--- config.mk ---
export PLATFORM = sky130hd
export DESIGN_NAME = spi_ctrl
export DESIGN_NICKNAME = d
export VERILOG_FILES = /design/src/spi_pkg.sv /design/src/spi_rate_gen.sv /design/src/spi_ctrl.sv
export SDC_FILE = /design/constraint.sdc
export NUM_CORES = 1
export LEC_CHECK = 0
export BUFFER_PORTS_ARGS = -buffer_cell sky130_fd_sc_hd__buf_2
export CAP_MARGIN = 30
export CORE_AREA = 8 8 118 120
export CTS_CLUSTER_SIZE = 14
export DETAILED_ROUTE_END_ITERATION = 8
export DIE_AREA = 0 0 126 128
export HOLD_SLACK_MARGIN = 0.02
export RECOVER_POWER = 50
export SYNTH_ARGS = -nofsm -noshare
export SYNTH_HDL_FRONTEND = slang
export SYNTH_SLANG_ARGS = --single-unit
--- constraint.sdc ---
create_clock -name i_core_clk -period 5.4 [get_ports i_core_clk]
set_clock_uncertainty 0.2 [all_clocks]
set_input_delay 0.81 -clock i_core_clk [delete_from_list [all_inputs] [get_ports i_core_clk]]
set_output_delay 0.81 -clock i_core_clk [all_outputs]
set_load 0.01 [all_outputs]
--- src/spi_pkg.sv ---
/*
 Constants, field positions and types shared by the serial interface core.
 Assumes one 8-bit register space and one core clock.
*/
// Operation
// - Interrupt enable raises a request when either flag sets alone.
// - Interrupt source bit picks external pin or serial request.
// - Output enable cleared keeps all serial pins as inputs.
// - Select low while master clears output enable and master select.
// - Master select chooses role; master drives clock and swaps data pins.
// - Clock idle level sets the clock level between transfers.
// - Clock phase picks first or second edge as capture edge.
// - Rate code divides core clock by 2, 4, 16 or 32; code scales this by prescale+1, and by 2 while the half bit is clear.
// - Rate code has no effect in slave role.
// - Master transfer starts only on a data register write.
// - Received byte goes to a buffer at completion; reads return buffer.
// - Data write loads the transmit shift register directly.
// - Complete flag sets at end of byte, reads zero otherwise.
// - Complete flag clears by status access then data access.
// - Data writes are ignored while the complete flag is set.
// - Data write during a transfer sets collision flag, never interrupts.
// - Select low while master sets the mode fault flag.
// - Mode fault clears by status access then control write.
// - Status register is read only and resets to zero.
// - Control register is read write and resets to zero.
// - Each byte is eight clock pulses, shifting out and in together.
// - Output enable and master select refused while fault set, except clearing.
// - Slave select low freezes the data register against writes.
package spi_pkg;

    localparam logic [7:0] DATA_OFS  = 8'hf0;
    localparam logic [7:0] CTRL_OFS  = 8'hf1;
    localparam logic [7:0] STAT_OFS  = 8'hf2;
    localparam logic [7:0] PRESC_OFS = 8'hf3;

    localparam int CTRL_IE   = 7;
    localparam int CTRL_OE   = 6;
    localparam int CTRL_SRC  = 5;
    localparam int CTRL_MASTER_SELECT = 4;
    localparam int CTRL_CLOCK_IDLE_LEVEL = 3;
    localparam int CTRL_CLOCK_PHASE = 2;
    localparam int STAT_TRANSFER_COMPLETE_FLAG = 7;
    localparam int STAT_WRITE_COLLISION_FLAG = 6;
    localparam int STAT_MODE_FAULT_FLAG = 4;
    localparam int PRESC_HALF = 4;

    localparam logic [7:0] CTRL_RESET  = 8'h00;
    localparam logic [7:0] PRESC_RESET = 8'h00;
    localparam logic [7:0] PRESC_MASK  = 8'h17;
    localparam logic [7:0] RX_RESET    = 8'h00;

    // Half-period multipliers for rate codes 00..11
    localparam logic [4:0] RATE_HALF_0 = 5'h01;
    localparam logic [4:0] RATE_HALF_1 = 5'h02;
    localparam logic [4:0] RATE_HALF_2 = 5'h08;
    localparam logic [4:0] RATE_HALF_3 = 5'h10;

    // Sixteen clock edges make eight pulses
    localparam logic [3:0] EDGE_LAST = 4'hf;

    typedef enum logic [1:0] {
        XFER_IDLE   = 2'b00,
        XFER_MASTER = 2'b01,
        XFER_SLAVE  = 2'b10
    } xfer_mode_t;

endpackage

--- src/spi_rate_gen.sv ---
/*
 Master clock half-period tick generator.
 Assumes i_run is high only while a master byte is on the wire.
*/
module spi_rate_gen (
    input  wire logic       i_core_clk,  // Core clock
    input  wire logic       i_reset,     // Async reset, high
    input  wire logic       i_run,       // Count while high
    input  wire logic [2:0] i_prescale,  // Prescale value
    input  wire logic       i_half_div,  // One disables extra divide by two
    input  wire logic [1:0] i_rate_sel,  // Rate code
    output logic            o_tick       // One pulse per half period
);
    import spi_pkg::*;

    typedef struct packed {
        logic [8:0] cnt;
        logic       tick;
    } rate_state_t;

    rate_state_t state_reg;
    rate_state_t state_next;
    logic [4:0]  rate_half;
    logic [8:0]  limit;

    always_comb begin
        unique case (i_rate_sel)
            2'b00: rate_half = RATE_HALF_0;
            2'b01: rate_half = RATE_HALF_1;
            2'b10: rate_half = RATE_HALF_2;
            2'b11: rate_half = RATE_HALF_3;
        endcase
    end

    assign limit = ({6'h00, i_prescale} + 9'h001)
                 * ({8'h00, ~i_half_div} + 9'h001)
                 * {4'h0, rate_half};

    // idle in slave role, so rate bits do nothing
    always_comb begin
        state_next = state_reg;
        state_next.tick = 1'b0;
        if (!i_run) begin
            state_next.cnt = 9'h000;
        end else if (state_reg.cnt == limit - 9'h001) begin
            state_next.cnt  = 9'h000;
            state_next.tick = 1'b1;
        end else begin
            state_next.cnt = state_reg.cnt + 9'h001;
        end
    end

    // State register
    always_ff @(posedge i_core_clk or posedge i_reset) begin
        if (i_reset) begin
            state_reg <= '0;
        end else begin
            state_reg <= state_next;
        end
    end

    assign o_tick = state_reg.tick;
endmodule

--- src/spi_ctrl.sv ---
/*
 Serial peripheral core: data, control, status and prescale registers,
 byte shift engine for master and slave, pin drive and interrupt request.
 Assumes synchronous pin inputs; the pad ring resolves pins from the enables.
*/
// Local design decision: strobed register access.
module spi_ctrl (
    input  wire logic       i_core_clk,  // Core clock, 250 MHz
    input  wire logic       i_reset,     // Async reset, high
    input  wire logic [7:0] i_addr,      // Register address
    input  wire logic [7:0] i_wdata,     // Write data
    input  wire logic       i_wr,        // Write strobe
    input  wire logic       i_rd,        // Read strobe
    output logic      [7:0] o_rdata,     // Read data, cycle after strobe
    input  wire logic       i_ext_irq,   // External interrupt pin
    output logic            o_irq,       // Shared interrupt channel
    input  wire logic       i_ss_n,      // Slave select, low active
    input  wire logic       i_sck,       // Clock pin input
    output logic            o_sck,       // Clock pin output
    output logic            o_sck_oe,    // Clock pin enable
    input  wire logic       i_mosi,      // Master-out pin input
    output logic            o_mosi,      // Master-out pin output
    output logic            o_mosi_oe,   // Master-out pin enable
    input  wire logic       i_miso,      // Master-in pin input
    output logic            o_miso,      // Master-in pin output
    output logic            o_miso_oe    // Master-in pin enable
);
    import spi_pkg::*;

    typedef struct packed {
        logic [7:0] ctrl;
        logic [7:0] presc;
        logic       transfer_complete_flag;
        logic       write_collision_flag;
        logic       mode_fault_flag;
        logic       transfer_complete_flag_armed;
        logic       write_collision_flag_armed;
        logic       mode_fault_flag_armed;
        logic [7:0] rxbuf;
        logic [7:0] shreg;
        logic       cap;
        logic [3:0] edge_cnt;
        xfer_mode_t mode;
        logic       sck_lvl;
        logic       sck_prev;
        logic [7:0] rdata;
        logic       irq;
        logic       sck_oe;
        logic       mosi_oe;
        logic       miso_oe;
    } core_state_t;

    core_state_t state_reg;
    core_state_t state_next;

    logic tick;
    logic data_wr;
    logic data_rd;
    logic ctrl_wr;
    logic stat_acc;
    logic data_acc;
    logic is_master;
    logic ss_act;
    logic sck_edge;
    logic step;
    logic cap_edge;
    logic in_bit;
    logic last_bit;

    // Baud tick only counts while a master byte runs
    spi_rate_gen u_rate (
        .i_core_clk (i_core_clk),
        .i_reset    (i_reset),
        .i_run      (state_reg.mode == XFER_MASTER),
        .i_prescale (state_reg.presc[2:0]),
        .i_half_div (state_reg.presc[PRESC_HALF]),
        .i_rate_sel (state_reg.ctrl[1:0]),
        .o_tick     (tick)
    );

    // Address decode and pin qualifiers
    assign data_wr   = i_wr && (i_addr == DATA_OFS);
    assign data_rd   = i_rd && (i_addr == DATA_OFS);
    assign ctrl_wr   = i_wr && (i_addr == CTRL_OFS);
    assign stat_acc  = (i_rd || i_wr) && (i_addr == STAT_OFS);
    assign data_acc  = (i_rd || i_wr) && (i_addr == DATA_OFS);
    assign is_master = state_reg.ctrl[CTRL_MASTER_SELECT];
    assign ss_act    = !i_ss_n;
    assign sck_edge  = i_sck != state_reg.sck_prev;

    // master samples the slave line, slave the master line
    assign in_bit = is_master ? i_miso : i_mosi;

    // capture on even edges for phase 0, odd for phase 1
    assign cap_edge = state_reg.edge_cnt[0] == state_reg.ctrl[CTRL_CLOCK_PHASE];
    assign last_bit = cap_edge ? in_bit : state_reg.cap;

    // Engine advances on own tick as master, on pin edges as slave
    always_comb begin
        unique case (state_reg.mode)
            XFER_IDLE:   step = 1'b0;
            XFER_MASTER: step = tick;
            XFER_SLAVE:  step = sck_edge && ss_act;
            default:     step = 1'b0;
        endcase
    end

    // Next-state logic; clears come before sets so a set always wins
    always_comb begin
        state_next = state_reg;
        state_next.sck_prev = i_sck;

        // Register read mux, answer one cycle later
        state_next.rdata = 8'h00;
        if (i_rd) begin
            case (i_addr)
                // reads return the buffer, not the shifter
                DATA_OFS:  state_next.rdata = state_reg.rxbuf;
                CTRL_OFS:  state_next.rdata = state_reg.ctrl;
                STAT_OFS: begin
                    state_next.rdata[STAT_TRANSFER_COMPLETE_FLAG] = state_reg.transfer_complete_flag;
                    state_next.rdata[STAT_WRITE_COLLISION_FLAG] = state_reg.write_collision_flag;
                    state_next.rdata[STAT_MODE_FAULT_FLAG] = state_reg.mode_fault_flag;
                end
                PRESC_OFS: state_next.rdata = state_reg.presc;
                default:   state_next.rdata = 8'h00;
            endcase
        end

        // status access arms the flags that are set
        if (stat_acc) begin
            state_next.transfer_complete_flag_armed = state_reg.transfer_complete_flag;
            state_next.write_collision_flag_armed = state_reg.write_collision_flag;
            state_next.mode_fault_flag_armed = state_reg.mode_fault_flag;
        end

        // armed complete and collision flags drop on the data access
        if (data_acc) begin
            if (state_reg.transfer_complete_flag_armed) begin
                state_next.transfer_complete_flag = 1'b0;
            end
            if (state_reg.write_collision_flag_armed) begin
                state_next.write_collision_flag = 1'b0;
            end
            state_next.transfer_complete_flag_armed = 1'b0;
            state_next.write_collision_flag_armed = 1'b0;
        end

        // control writes; status writes fall through
        if (ctrl_wr) begin
            state_next.ctrl = i_wdata;
            // enables refused while fault is set and unarmed
            if (state_reg.mode_fault_flag && !state_reg.mode_fault_flag_armed) begin
                state_next.ctrl[CTRL_OE]   = 1'b0;
                state_next.ctrl[CTRL_MASTER_SELECT] = 1'b0;
            end
            // control write completes the fault clear
            if (state_reg.mode_fault_flag_armed) begin
                state_next.mode_fault_flag = 1'b0;
            end
            state_next.mode_fault_flag_armed = 1'b0;
        end

        if (i_wr && i_addr == PRESC_OFS) begin
            state_next.presc = i_wdata & PRESC_MASK;
        end

        // Shift engine, one step per clock edge
        if (step) begin
            state_next.edge_cnt = state_reg.edge_cnt + 4'h1;
            if (state_reg.mode == XFER_MASTER) begin
                state_next.sck_lvl = !state_reg.sck_lvl;
            end
            if (cap_edge) begin
                state_next.cap = in_bit;
            end
            // eighth bit ends the byte after sixteen edges
            if (state_reg.edge_cnt == EDGE_LAST) begin
                state_next.shreg = {state_reg.shreg[6:0], last_bit};
                // received byte copied to the buffer
                state_next.rxbuf = {state_reg.shreg[6:0], last_bit};
                state_next.transfer_complete_flag  = 1'b1;
                state_next.mode  = XFER_IDLE;
            end else if (!cap_edge && !(state_reg.ctrl[CTRL_CLOCK_PHASE]
                         && state_reg.edge_cnt == 4'h0)) begin
                state_next.shreg = {state_reg.shreg[6:0], state_reg.cap};
            end
        end

        // Slave byte framed by select; select high aborts a partial byte
        if (state_reg.mode == XFER_SLAVE && !ss_act) begin
            state_next.mode = XFER_IDLE;
        end
        if (state_reg.mode == XFER_IDLE && !is_master && ss_act) begin
            state_next.mode     = XFER_SLAVE;
            state_next.edge_cnt = 4'h0;
        end

        // Data register writes
        if (data_wr) begin
            if (state_reg.transfer_complete_flag) begin
                // write dropped while complete flag is set
                state_next.write_collision_flag = state_next.write_collision_flag;
            end else if (state_reg.mode != XFER_IDLE
                         || (!is_master && ss_act)) begin
                state_next.write_collision_flag = 1'b1;
            end else begin
                state_next.shreg = i_wdata;
                if (is_master) begin
                    state_next.mode     = XFER_MASTER;
                    state_next.edge_cnt = 4'h0;
                end
            end
        end

        // select low as master: fault, drop enables, abort a byte already running
        if (is_master && ss_act) begin
            // fault flag set wins over its clear
            state_next.mode_fault_flag            = 1'b1;
            state_next.ctrl[CTRL_OE]   = 1'b0;
            state_next.ctrl[CTRL_MASTER_SELECT] = 1'b0;
            if (state_reg.mode == XFER_MASTER) begin
                state_next.mode = XFER_IDLE;
            end
        end

        // clock rests at the idle level outside master bytes
        if (state_next.mode != XFER_MASTER) begin
            state_next.sck_lvl = state_next.ctrl[CTRL_CLOCK_IDLE_LEVEL];
        end

        // master drives clock and master-out, slave master-in
        state_next.sck_oe  = state_next.ctrl[CTRL_OE]
                           && state_next.ctrl[CTRL_MASTER_SELECT];
        state_next.mosi_oe = state_next.ctrl[CTRL_OE]
                           && state_next.ctrl[CTRL_MASTER_SELECT];
        state_next.miso_oe = state_next.ctrl[CTRL_OE]
                           && !state_next.ctrl[CTRL_MASTER_SELECT] && ss_act;

        // select external pin or own request
        if (state_reg.ctrl[CTRL_SRC]) begin
            // level rises when the complete or the mode fault flag sets
            state_next.irq = state_reg.ctrl[CTRL_IE]
                           && (state_reg.transfer_complete_flag || state_reg.mode_fault_flag);
        end else begin
            state_next.irq = i_ext_irq;
        end
    end

    // State register, all zero after reset
    always_ff @(posedge i_core_clk or posedge i_reset) begin
        if (i_reset) begin
            state_reg       <= '0;
            state_reg.ctrl  <= CTRL_RESET;
            state_reg.presc <= PRESC_RESET;
            state_reg.rxbuf <= RX_RESET;
            state_reg.mode  <= XFER_IDLE;
        end else begin
            state_reg <= state_next;
        end
    end

    // Outputs straight from the state register
    assign o_rdata   = state_reg.rdata;
    assign o_irq     = state_reg.irq;
    assign o_sck     = state_reg.sck_lvl;
    assign o_sck_oe  = state_reg.sck_oe;
    assign o_mosi    = state_reg.shreg[7];
    assign o_mosi_oe = state_reg.mosi_oe;
    assign o_miso    = state_reg.shreg[7];
    assign o_miso_oe = state_reg.miso_oe;
endmodule

# Word-level counts from Yosys, hierarchy flattened
# Cells that the tools add are included.
dict set report word_totals {
  latch_bits 0
  ramBits 0
  reg_bits 64
  inputBits 25
  out_inout_bits 15
  n_memories 0
  mem_bits_ro 0
  wordCells 135
}
dict set report classes {
  n_lt_le_gt_ge 0
  bitwise_logic 1
  muxes 50
  mul 2
  shifts 0
  n_eq_ne 14
  div 0
  add_sub_neg 5
  reduce_logical 41
}
# operator n
set op_table {}
lappend op_table {{$mux W8} 6}
lappend op_table {{$eq A8 B8 Y1 const B} 4}
lappend op_table {{$mux W6} 5}
lappend op_table {{$mux W1} 22}
lappend op_table {{$pmux W5 S4} 1}
lappend op_table {{$logic_and A1 B1 Y1} 18}
lappend op_table {{$mux W9} 2}
lappend op_table {{$mux W16} 1}
lappend op_table {{$reduce_bool A2 Y1} 7}
lappend op_table {{$mux W2} 6}
lappend op_table {{$pmux W4 S3} 1}
lappend op_table {{$add A9 B1 Y9 const B} 1}
lappend op_table {{$eq A9 B9 Y1} 1}
lappend op_table {{$mul A9 B5 Y9} 1}
lappend op_table {{$mul A9 B9 Y9} 1}
lappend op_table {{$sub A9 B1 Y9 const B} 1}
lappend op_table {{$logic_not A1 Y1} 7}
lappend op_table {{$mux W7} 1}
lappend op_table {{$eq A2 B2 Y1 const B} 3}
lappend op_table {{$pmux W2 S3} 1}
lappend op_table {{$reduce_and A2 Y1} 3}
lappend op_table {{$add A3 B1 Y4 const B} 1}
lappend op_table {{$add A4 B1 Y4 const B} 1}
lappend op_table {{$eq A2 B1 Y1 const B} 2}
lappend op_table {{other kinds (12)} 16}

# Depth between registers and ports, before layout
# Gate-level depths: netlist of the first run.
dict set report logic_depth {
  ltp_word 18
  ltp_mapped 18
  depth_no_buf 18
}

# Hierarchy
# From an unflattened synthesis of the first run, not the netlist that was laid out.
dict set report unflattened {
  cells_unflattened 422
  hier_area_um2 4242.8
}
# mod seq_area_each_um2 instances cells_per_inst area_per_inst_um2
set by_module_without_submodules {}
lappend by_module_without_submodules {spi_ctrl 1351.3 1 257 2770.2}
lappend by_module_without_submodules {spi_rate_gen 250.2 1 165 1472.7}

# Worst setup path after synthesis of the first run
# OpenSTA, ideal clock, no wires.
dict set report synth_timing {
  path_kind {register -> register}
  startpoint {reg state_reg[43] in the netlist's numbering}
  endpoint {reg u_rate.state_reg, in the netlist u_rate.o_tick}
  path_buffers 0
  t_required_ps 5133
  setup_time_ps 67
  period_less_slack_ps 4762
  stages_incl_launch_ff 17
  arrival_time_ps 4494
  setup_slack_ps 638
  path_cell_list {dfrtp_1 -> ha_1 -> nor3b_1 -> or3_2 -> xnor2_1 -> nor3_1 -> ha_1 -> ha_1 -> fa_1 -> inv_1 -> fa_1 -> nand3b_1 -> nand2_1 -> a31oi_1 -> or3_4 -> a2111oi_4 -> and2_1}
}
# item line_no
set synth_lines {}
lappend synth_lines {{from (decl)} spi_ctrl.sv:53} ;# core_state_t state_reg;
lappend synth_lines {{from (signal assigned)} spi_ctrl.sv:259} ;# state_reg <= state_next;
lappend synth_lines {{to (signal assigned)} spi_rate_gen.sv:58} ;# state_reg <= state_next;
lappend synth_lines {{to (decl)} spi_rate_gen.sv:21} ;# rate_state_t state_reg;

==> results of run 1 <==
==> worst max path at each step <==
stage	startpoint	end	slack (ns)	cells after the start
global route	state_reg[43]$_DFFE_PP0P_	u_rate.state_reg[2]$_DFF_PP0_	0.03	16
CTS	state_reg[43]$_DFFE_PP0P_	u_rate.o_tick$_DFF_PP0_	0.28	16
global placement	state_reg[43]$_DFFE_PP0P_	u_rate.o_tick$_DFF_PP0_	0.38	16
finish	state_reg[43]$_DFFE_PP0P_	u_rate.o_tick$_DFF_PP0_	0.37	16
floorplan	state_reg[43]$_DFFE_PP0P_	u_rate.o_tick$_DFF_PP0_	0.64	16
detailed placement	state_reg[43]$_DFFE_PP0P_	u_rate.o_tick$_DFF_PP0_	0.30	16
==> cells in the mapped netlist (12+ instances only) <==
| master | instances | share of area [%] |
|---|---|---|
| dfrtp_1 | 64 | 39 |
| nand2_1 | 47 | 4.3 |
| nor2_1 | 42 | 3.8 |
| inv_1 | 31 | 2.8 |
| ha_1 | 27 | 8.2 |
| a21oi_1 | 25 | 3.0 |
| xnor2_1 | 19 | 4.0 |
| nor3_1 | 18 | 2.2 |
| clkbuf_1 | 14 | 1.3 |
| mux2_2 | 14 | 3.8 |
| mux2i_1 | 14 | 3.4 |
| nand3_1 | 14 | 1.7 |
| xor2_1 | 12 | 2.5 |
==> metrics by stage <==
stage / worst slack, ns / total power [mW] / cells / utilization (%) / hold WS, ns
2_1_floorplan: 0.638 / 0.823 / 436 / - / 0.249
4_1_cts: 0.282 / 1.52 / 617 / 38.5 / 0.315
3_3_place_gp: 0.377 / 0.888 / 601 / 35.9 / 0.290
5_1_grt: 0.0258 / 1.59 / 617 / 38.4 / 0.332
6_report: 0.367 / 1.50 / 617 / 38.4 / 0.311
3_5_place_dp: 0.302 / 0.900 / 601 / 35.9 / 0.296
==> critical path: cells and delay by family, from the launching register on <==
kind	cells	cell delay, ns
AOI/OAI and AO/OA	1	0.55
adders and majority gates	5	1.83
and+or+nand+nor	6	1.33
buffers and inverters	1	0.06
DFF	1	0.45
xor gates and xnor gates	3	0.53
==> per-layer routing <==
metal	track usage [%]	part of all wire [%]
met1	14.7	46
met3	2.70	2.6
met2	19.7	50
met4	4.03	1.3
met5	0	0
==> kinds of logic (layout without fill, tap and decap cells) <==
group                    count (synthesis)  in the layout  share of synthesized area (%)
AO/OA/AOI/OAI                           57             57                           8.84
adder cells (fa/ha/maj)                 36             36                           12.5
AND/OR/NAND/NOR                        160            160                           19.1
XOR/XNOR                                31             31                           6.57
other                                    1              1                         0.0908
buffers and inverters                   58             89                           6.36
flip-flops                              64             64                           38.8
multiplexers                            29             29                           7.75
==> power by group <==
part           switching (mW)  leakage, nW  internal [mW]  total, mW
Clock                   0.209        0.150          0.404      0.613
Combinational           0.180         1.29          0.153      0.333
Sequential             0.0394        0.868          0.517      0.556
Total                   0.429         2.31           1.07       1.50
==> area by class of cell <==
type | instances | area [sq um]
multi-input cells | 314 | 2270
fillers | 1246 | 7520
repair buffers | 41 | 199
clock inverters | 5 | 81.3
flip-flops and latches | 64 | 1600
inverters | 32 | 120
well taps | 150 | 188
clock buffers | 11 | 233
==> cell usage in the layout, fill, tap and decap left out, types with 18 or more instances in the layout <==
cell	n
nor2_1	42
nor3_1	18
xnor2_1	19
ha_1	27
a21oi_1	25
nand2_1	47
dfrtp_1	64
inv_1	31
buf_2	33
==> impl_metrics.tcl, run 1 <==
set metrics [dict create \
    diodes 0 \
    antenna_found_initial 0 \
    fin_nets 523 \
    htreeDepth 3 \
    powerDensity_nw_per_um2 320 \
    slew_headroom_pct -126 \
    fp.dieArea_sq_um 16100 \
    syn_nets 497 \
    path_common_cell "ha_1" \
    synth_ff_type "dfrtp_1" \
    clkTransAtPathRegs_ns 0.05 \
    synth_cell_type_count 50 \
    drv_cap 1 \
    grt_pass1_vias 3127 \
    die_height_um 128 \
    finalHoldViolations 0 \
    ctsRootBufferMaster "clkbuf_16" \
    port_buffers 39 \
    reg2reg_slack_ns 0.37 \
    arrival_ns 5.10 \
    yosysWarnings 0 \
    cp-end-kind "flop" \
    max_freq_ghz 0.199 \
    async_reset_ff_share_pct 100 \
    drt_iter0_drc 138 \
    wl_um 8930 \
    critPathKind "flop to flop" \
    start_kind "flop" \
    start_util_pct 33.8 \
    crit_path_top_delay_cell "a2111oi_4" \
    avgSynthCellArea_sq_um 9.48 \
    core_sq_um 12200 \
    syn_to_final_growth_pct 13.5 \
    cts-resized-gates 0 \
    viasPerCell 5.03 \
    grt_max_degree 65 \
    tightestPinTransition_ns 3.39 \
    synth_area_sq_um 4130 \
    min_delay_path_depth 1 \
    slew_viol_final 65 \
    reg2reg_depth 16 \
    final_layout_size_suffix_gt1_share_pct 15.0 \
    drc_errors 0 \
    final_cell_area_sq_um 4690 \
    grt_use_total_pct 11.8 \
    placed_cell_area_sq_um 4390 \
    hold_end "state_reg[35]$_DFFE_PP0P_" \
    regToRegStartpoint "state_reg[43]$_DFFE_PP0P_" \
    drt-wirelength-per-cell_um 14.5 \
    cts_setup_buffers 0 \
    clk_latency_ns 0.33 \
    cts.path.max_buffers 2 \
    grt_pass1_wl_um 15400 \
    num_vias 3105 \
    crit_required_ns 5.46 \
    hold_class "flop to flop" \
    synth_edf_count 0 \
    r2r-end "u_rate.o_tick$_DFF_PP0_" \
    fin_crit_ns 5.03 \
    routabilityCongestion 0.830 \
    outcome "finished, violations left" \
    period_share_pct 93.2 \
    slowest_delay_ns 0.55 \
    firstDrtPassIters 4 \
    die_x_um 126 \
    setup_viol 0 \
    cp_max_fo 10 \
    core.rowCount 41 \
    synthCells 436 \
    rsz0062_at_grt "false" \
    cts.sink_count 64 \
    setup_tns_ns 0 \
    ir_worst_vdd_v 0.000211 \
    p_leak_nw 2.31 \
    final_antenna_net_count 0 \
    synth_seq_area_share_pct 38.8 \
    largest_reg_flops 40 \
    grt.overflow.total 0 \
    cts_buffers 9 \
    dp_hpwl_um 6840 \
    cts_tree "built" \
    path_cells "ha_1 > nor3b_1 > or3_2 > xnor2_1 > nor3_1 > ha_1 > ha_1 > fa_1 > inv_1 > fa_1 > xor2_1 > xnor2_1 > nor4_1 > nand3_1 > a2111oi_4 > and2_1" \
    ys_ff_latch 64 \
    io_pins 40 \
    worstHoldStart "state_reg[35]$_DFFE_PP0P_" \
    violations "capacitance limit, slew limit" \
    cts_hold_buf 0 \
]
No activity file was read; power rests on OpenSTA's default activity.
==> inputs of run 2 (changes only) <==
- CTS_BUF_LIST: not set -> sky130_fd_sc_hd__clkbuf_2 sky130_fd_sc_hd__clkbuf_4 sky130_fd_sc_hd__clkbuf_8
==> run 2 against run 1 <==
  * The flow still finishes with violations (capacitance limit, slew limit)
  * Register-to-register slack about the same
  * Flip-flop and latch count is the same
  * Die area unchanged
  * Power is 10% lower
  * Clock-buffer cell count unchanged
  * Critical path type unchanged
  * Critical endpoint unchanged
  * Highest routed layer unchanged
==> impl_metrics.tcl, run 2 (synthesis results as in run 1) <==
set metrics [dict create \
    die_height_um 128 \
    ctsRootBufferMaster "clkbuf_8" \
    grt.overflow.total 0 \
    firstDrtPassIters 4 \
    slew_viol_final 65 \
    cp-end-kind "flop" \
    grt_max_degree 65 \
    fin_worst_hold_slack_ns 0.310 \
    final_layout_size_suffix_gt1_share_pct 15.4 \
    critPathKind "flop to flop" \
    tightestPinTransition_ns 3.38 \
    antenna_found_initial 0 \
    powerDensity_nw_per_um2 293 \
    slew_headroom_pct -125 \
    hold_class "flop to flop" \
    core_sq_um 12200 \
    dp_hpwl_um 6840 \
    setup_slack_ns 0.355 \
    cp_max_fo 10 \
    slowest_delay_ns 0.56 \
    syn_to_final_growth_pct 11.2 \
    final_antenna_net_count 0 \
    final_common_cell "dfrtp_1" \
    port_buffers 39 \
    ir_worst_vdd_v 0.000168 \
    final_cell_count_no_fill 617 \
    outcome "finished, violations left" \
    grt_pass1_vias 3124 \
    drc_errors 0 \
    largest_reg_flops 40 \
    finalHoldViolations 0 \
    clkTransAtPathRegs_ns 0.07 \
    pre_cts_ws_ns 0.302 \
    fin_crit_ns 5.05 \
    cts-resized-gates 0 \
    crit_path_top_delay_cell "a2111oi_4" \
    critPathTopFamily "adder cells" \
    most-common-layout-cells "dfrtp_1 (64), nand2_1 (47), nor2_1 (42)" \
    grt_use_total_pct 11.7 \
    routabilityCongestion 0.830 \
    fin_nets 523 \
    crit_buf_inv 1 \
    clk_latency_ns 0.35 \
    path_common_cell "ha_1" \
    diodes 0 \
    start_util_pct 33.8 \
    grt_pass1_wl_um 15300 \
    cts_setup_buffers 0 \
    drt-wirelength-per-cell_um 14.4 \
    cts_tree "built" \
    cts.path.max_buffers 2 \
    cts_buffers 9 \
    cts_hold_buf 0 \
    path_cells "ha_1 > nor3b_1 > or3_2 > xnor2_1 > nor3_1 > ha_1 > ha_1 > fa_1 > inv_1 > fa_1 > xor2_1 > xnor2_1 > nor4_1 > nand3_1 > a2111oi_4 > and2_1" \
    setup_viol 0 \
    core.rowCount 41 \
    die_x_um 126 \
    max_freq_ghz 0.198 \
    start_kind "flop" \
    num_vias 3100 \
    io_pins 40 \
    fp.dieArea_sq_um 16100 \
    crit_required_ns 5.47 \
    cts.sink_count 64 \
    viasPerCell 5.02 \
    drv_cap 1 \
    wl_um 8890 \
    p_leak_nw 2.27 \
    numPlacedInstances 601 \
    rsz0062_at_grt "false" \
    placed_cell_area_sq_um 4390 \
    setup_tns_ns 0 \
    arrival_ns 5.12 \
    final_cell_area_sq_um 4600 \
    fill_cells 1251 \
    drt_iter0_drc 166 \
    period_share_pct 93.4 \
    violations "capacitance limit, slew limit" \
    htreeDepth 3 \
]
## run 2: changes by cell type in the layout (fill, tap and decap cells not counted)
| cell | before | now |
|---|---|---|
| clkbuf_4 | 0 | 2 |
| clkbuf_8 | 0 | 9 |
| clkbuf_1 | 9 | 7 |
| clkbuf_16 | 9 | 0 |
## run 2: layout make-up
class / instances / area (sq um) / share of cell area, %
Clock buffer: 11 / 139 / 3.02
Clock inverter: 5 / 81.3 / 1.77
Inverter: 32 / 120 / 2.61
Multi-Input combinational cell: 314 / 2270 / 49.3
Sequential cell: 64 / 1600 / 34.8
Tap cell: 150 / 188 / 4.08
Timing Repair Buffer: 41 / 199 / 4.33
## run 2: worst paths after layout
check | startpoint | end | slack [ns] | cells after the start
min | state_reg[36]$_DFFE_PP0P_ | state_reg[36]$_DFFE_PP0P_ | 0.31 | 1
max in group asynchronous | i_reset | state_reg[39]$_DFFE_PP0P_ | 1.54 | 3
max reg2reg | state_reg[43]$_DFFE_PP0P_ | u_rate.o_tick$_DFF_PP0_ | 0.35 | 16
max | state_reg[43]$_DFFE_PP0P_ | u_rate.o_tick$_DFF_PP0_ | 0.35 | 16
min reg2reg | state_reg[36]$_DFFE_PP0P_ | state_reg[36]$_DFFE_PP0P_ | 0.31 | 1
min in group asynchronous | i_reset | state_reg[12]$_DFF_PP0_ | 1.56 | 3
## run 2: where the power goes
part           switching (mW)  internal, mW
registers              0.0394         0.516
logic                   0.180         0.153
clock network           0.188         0.270
## run 2: metrics by stage
stage	util (%)	total power [mW]
floorplan	-	0.823
global placement	35.9	0.888
detailed placement	35.9	0.900
CTS	37.7	1.36
global route	37.6	1.44
finish	37.6	1.35
## run 2: routing by layer
layer  global-route usage [%]  vias to the layer above  routed length (um)
li1                         -                     1524                   -
met1                     14.6                     1523                4070
met2                     19.8                       47                4500
met3                     2.58                        6                 227
met4                     3.61                        0                  86
met5                        0                        -                   0
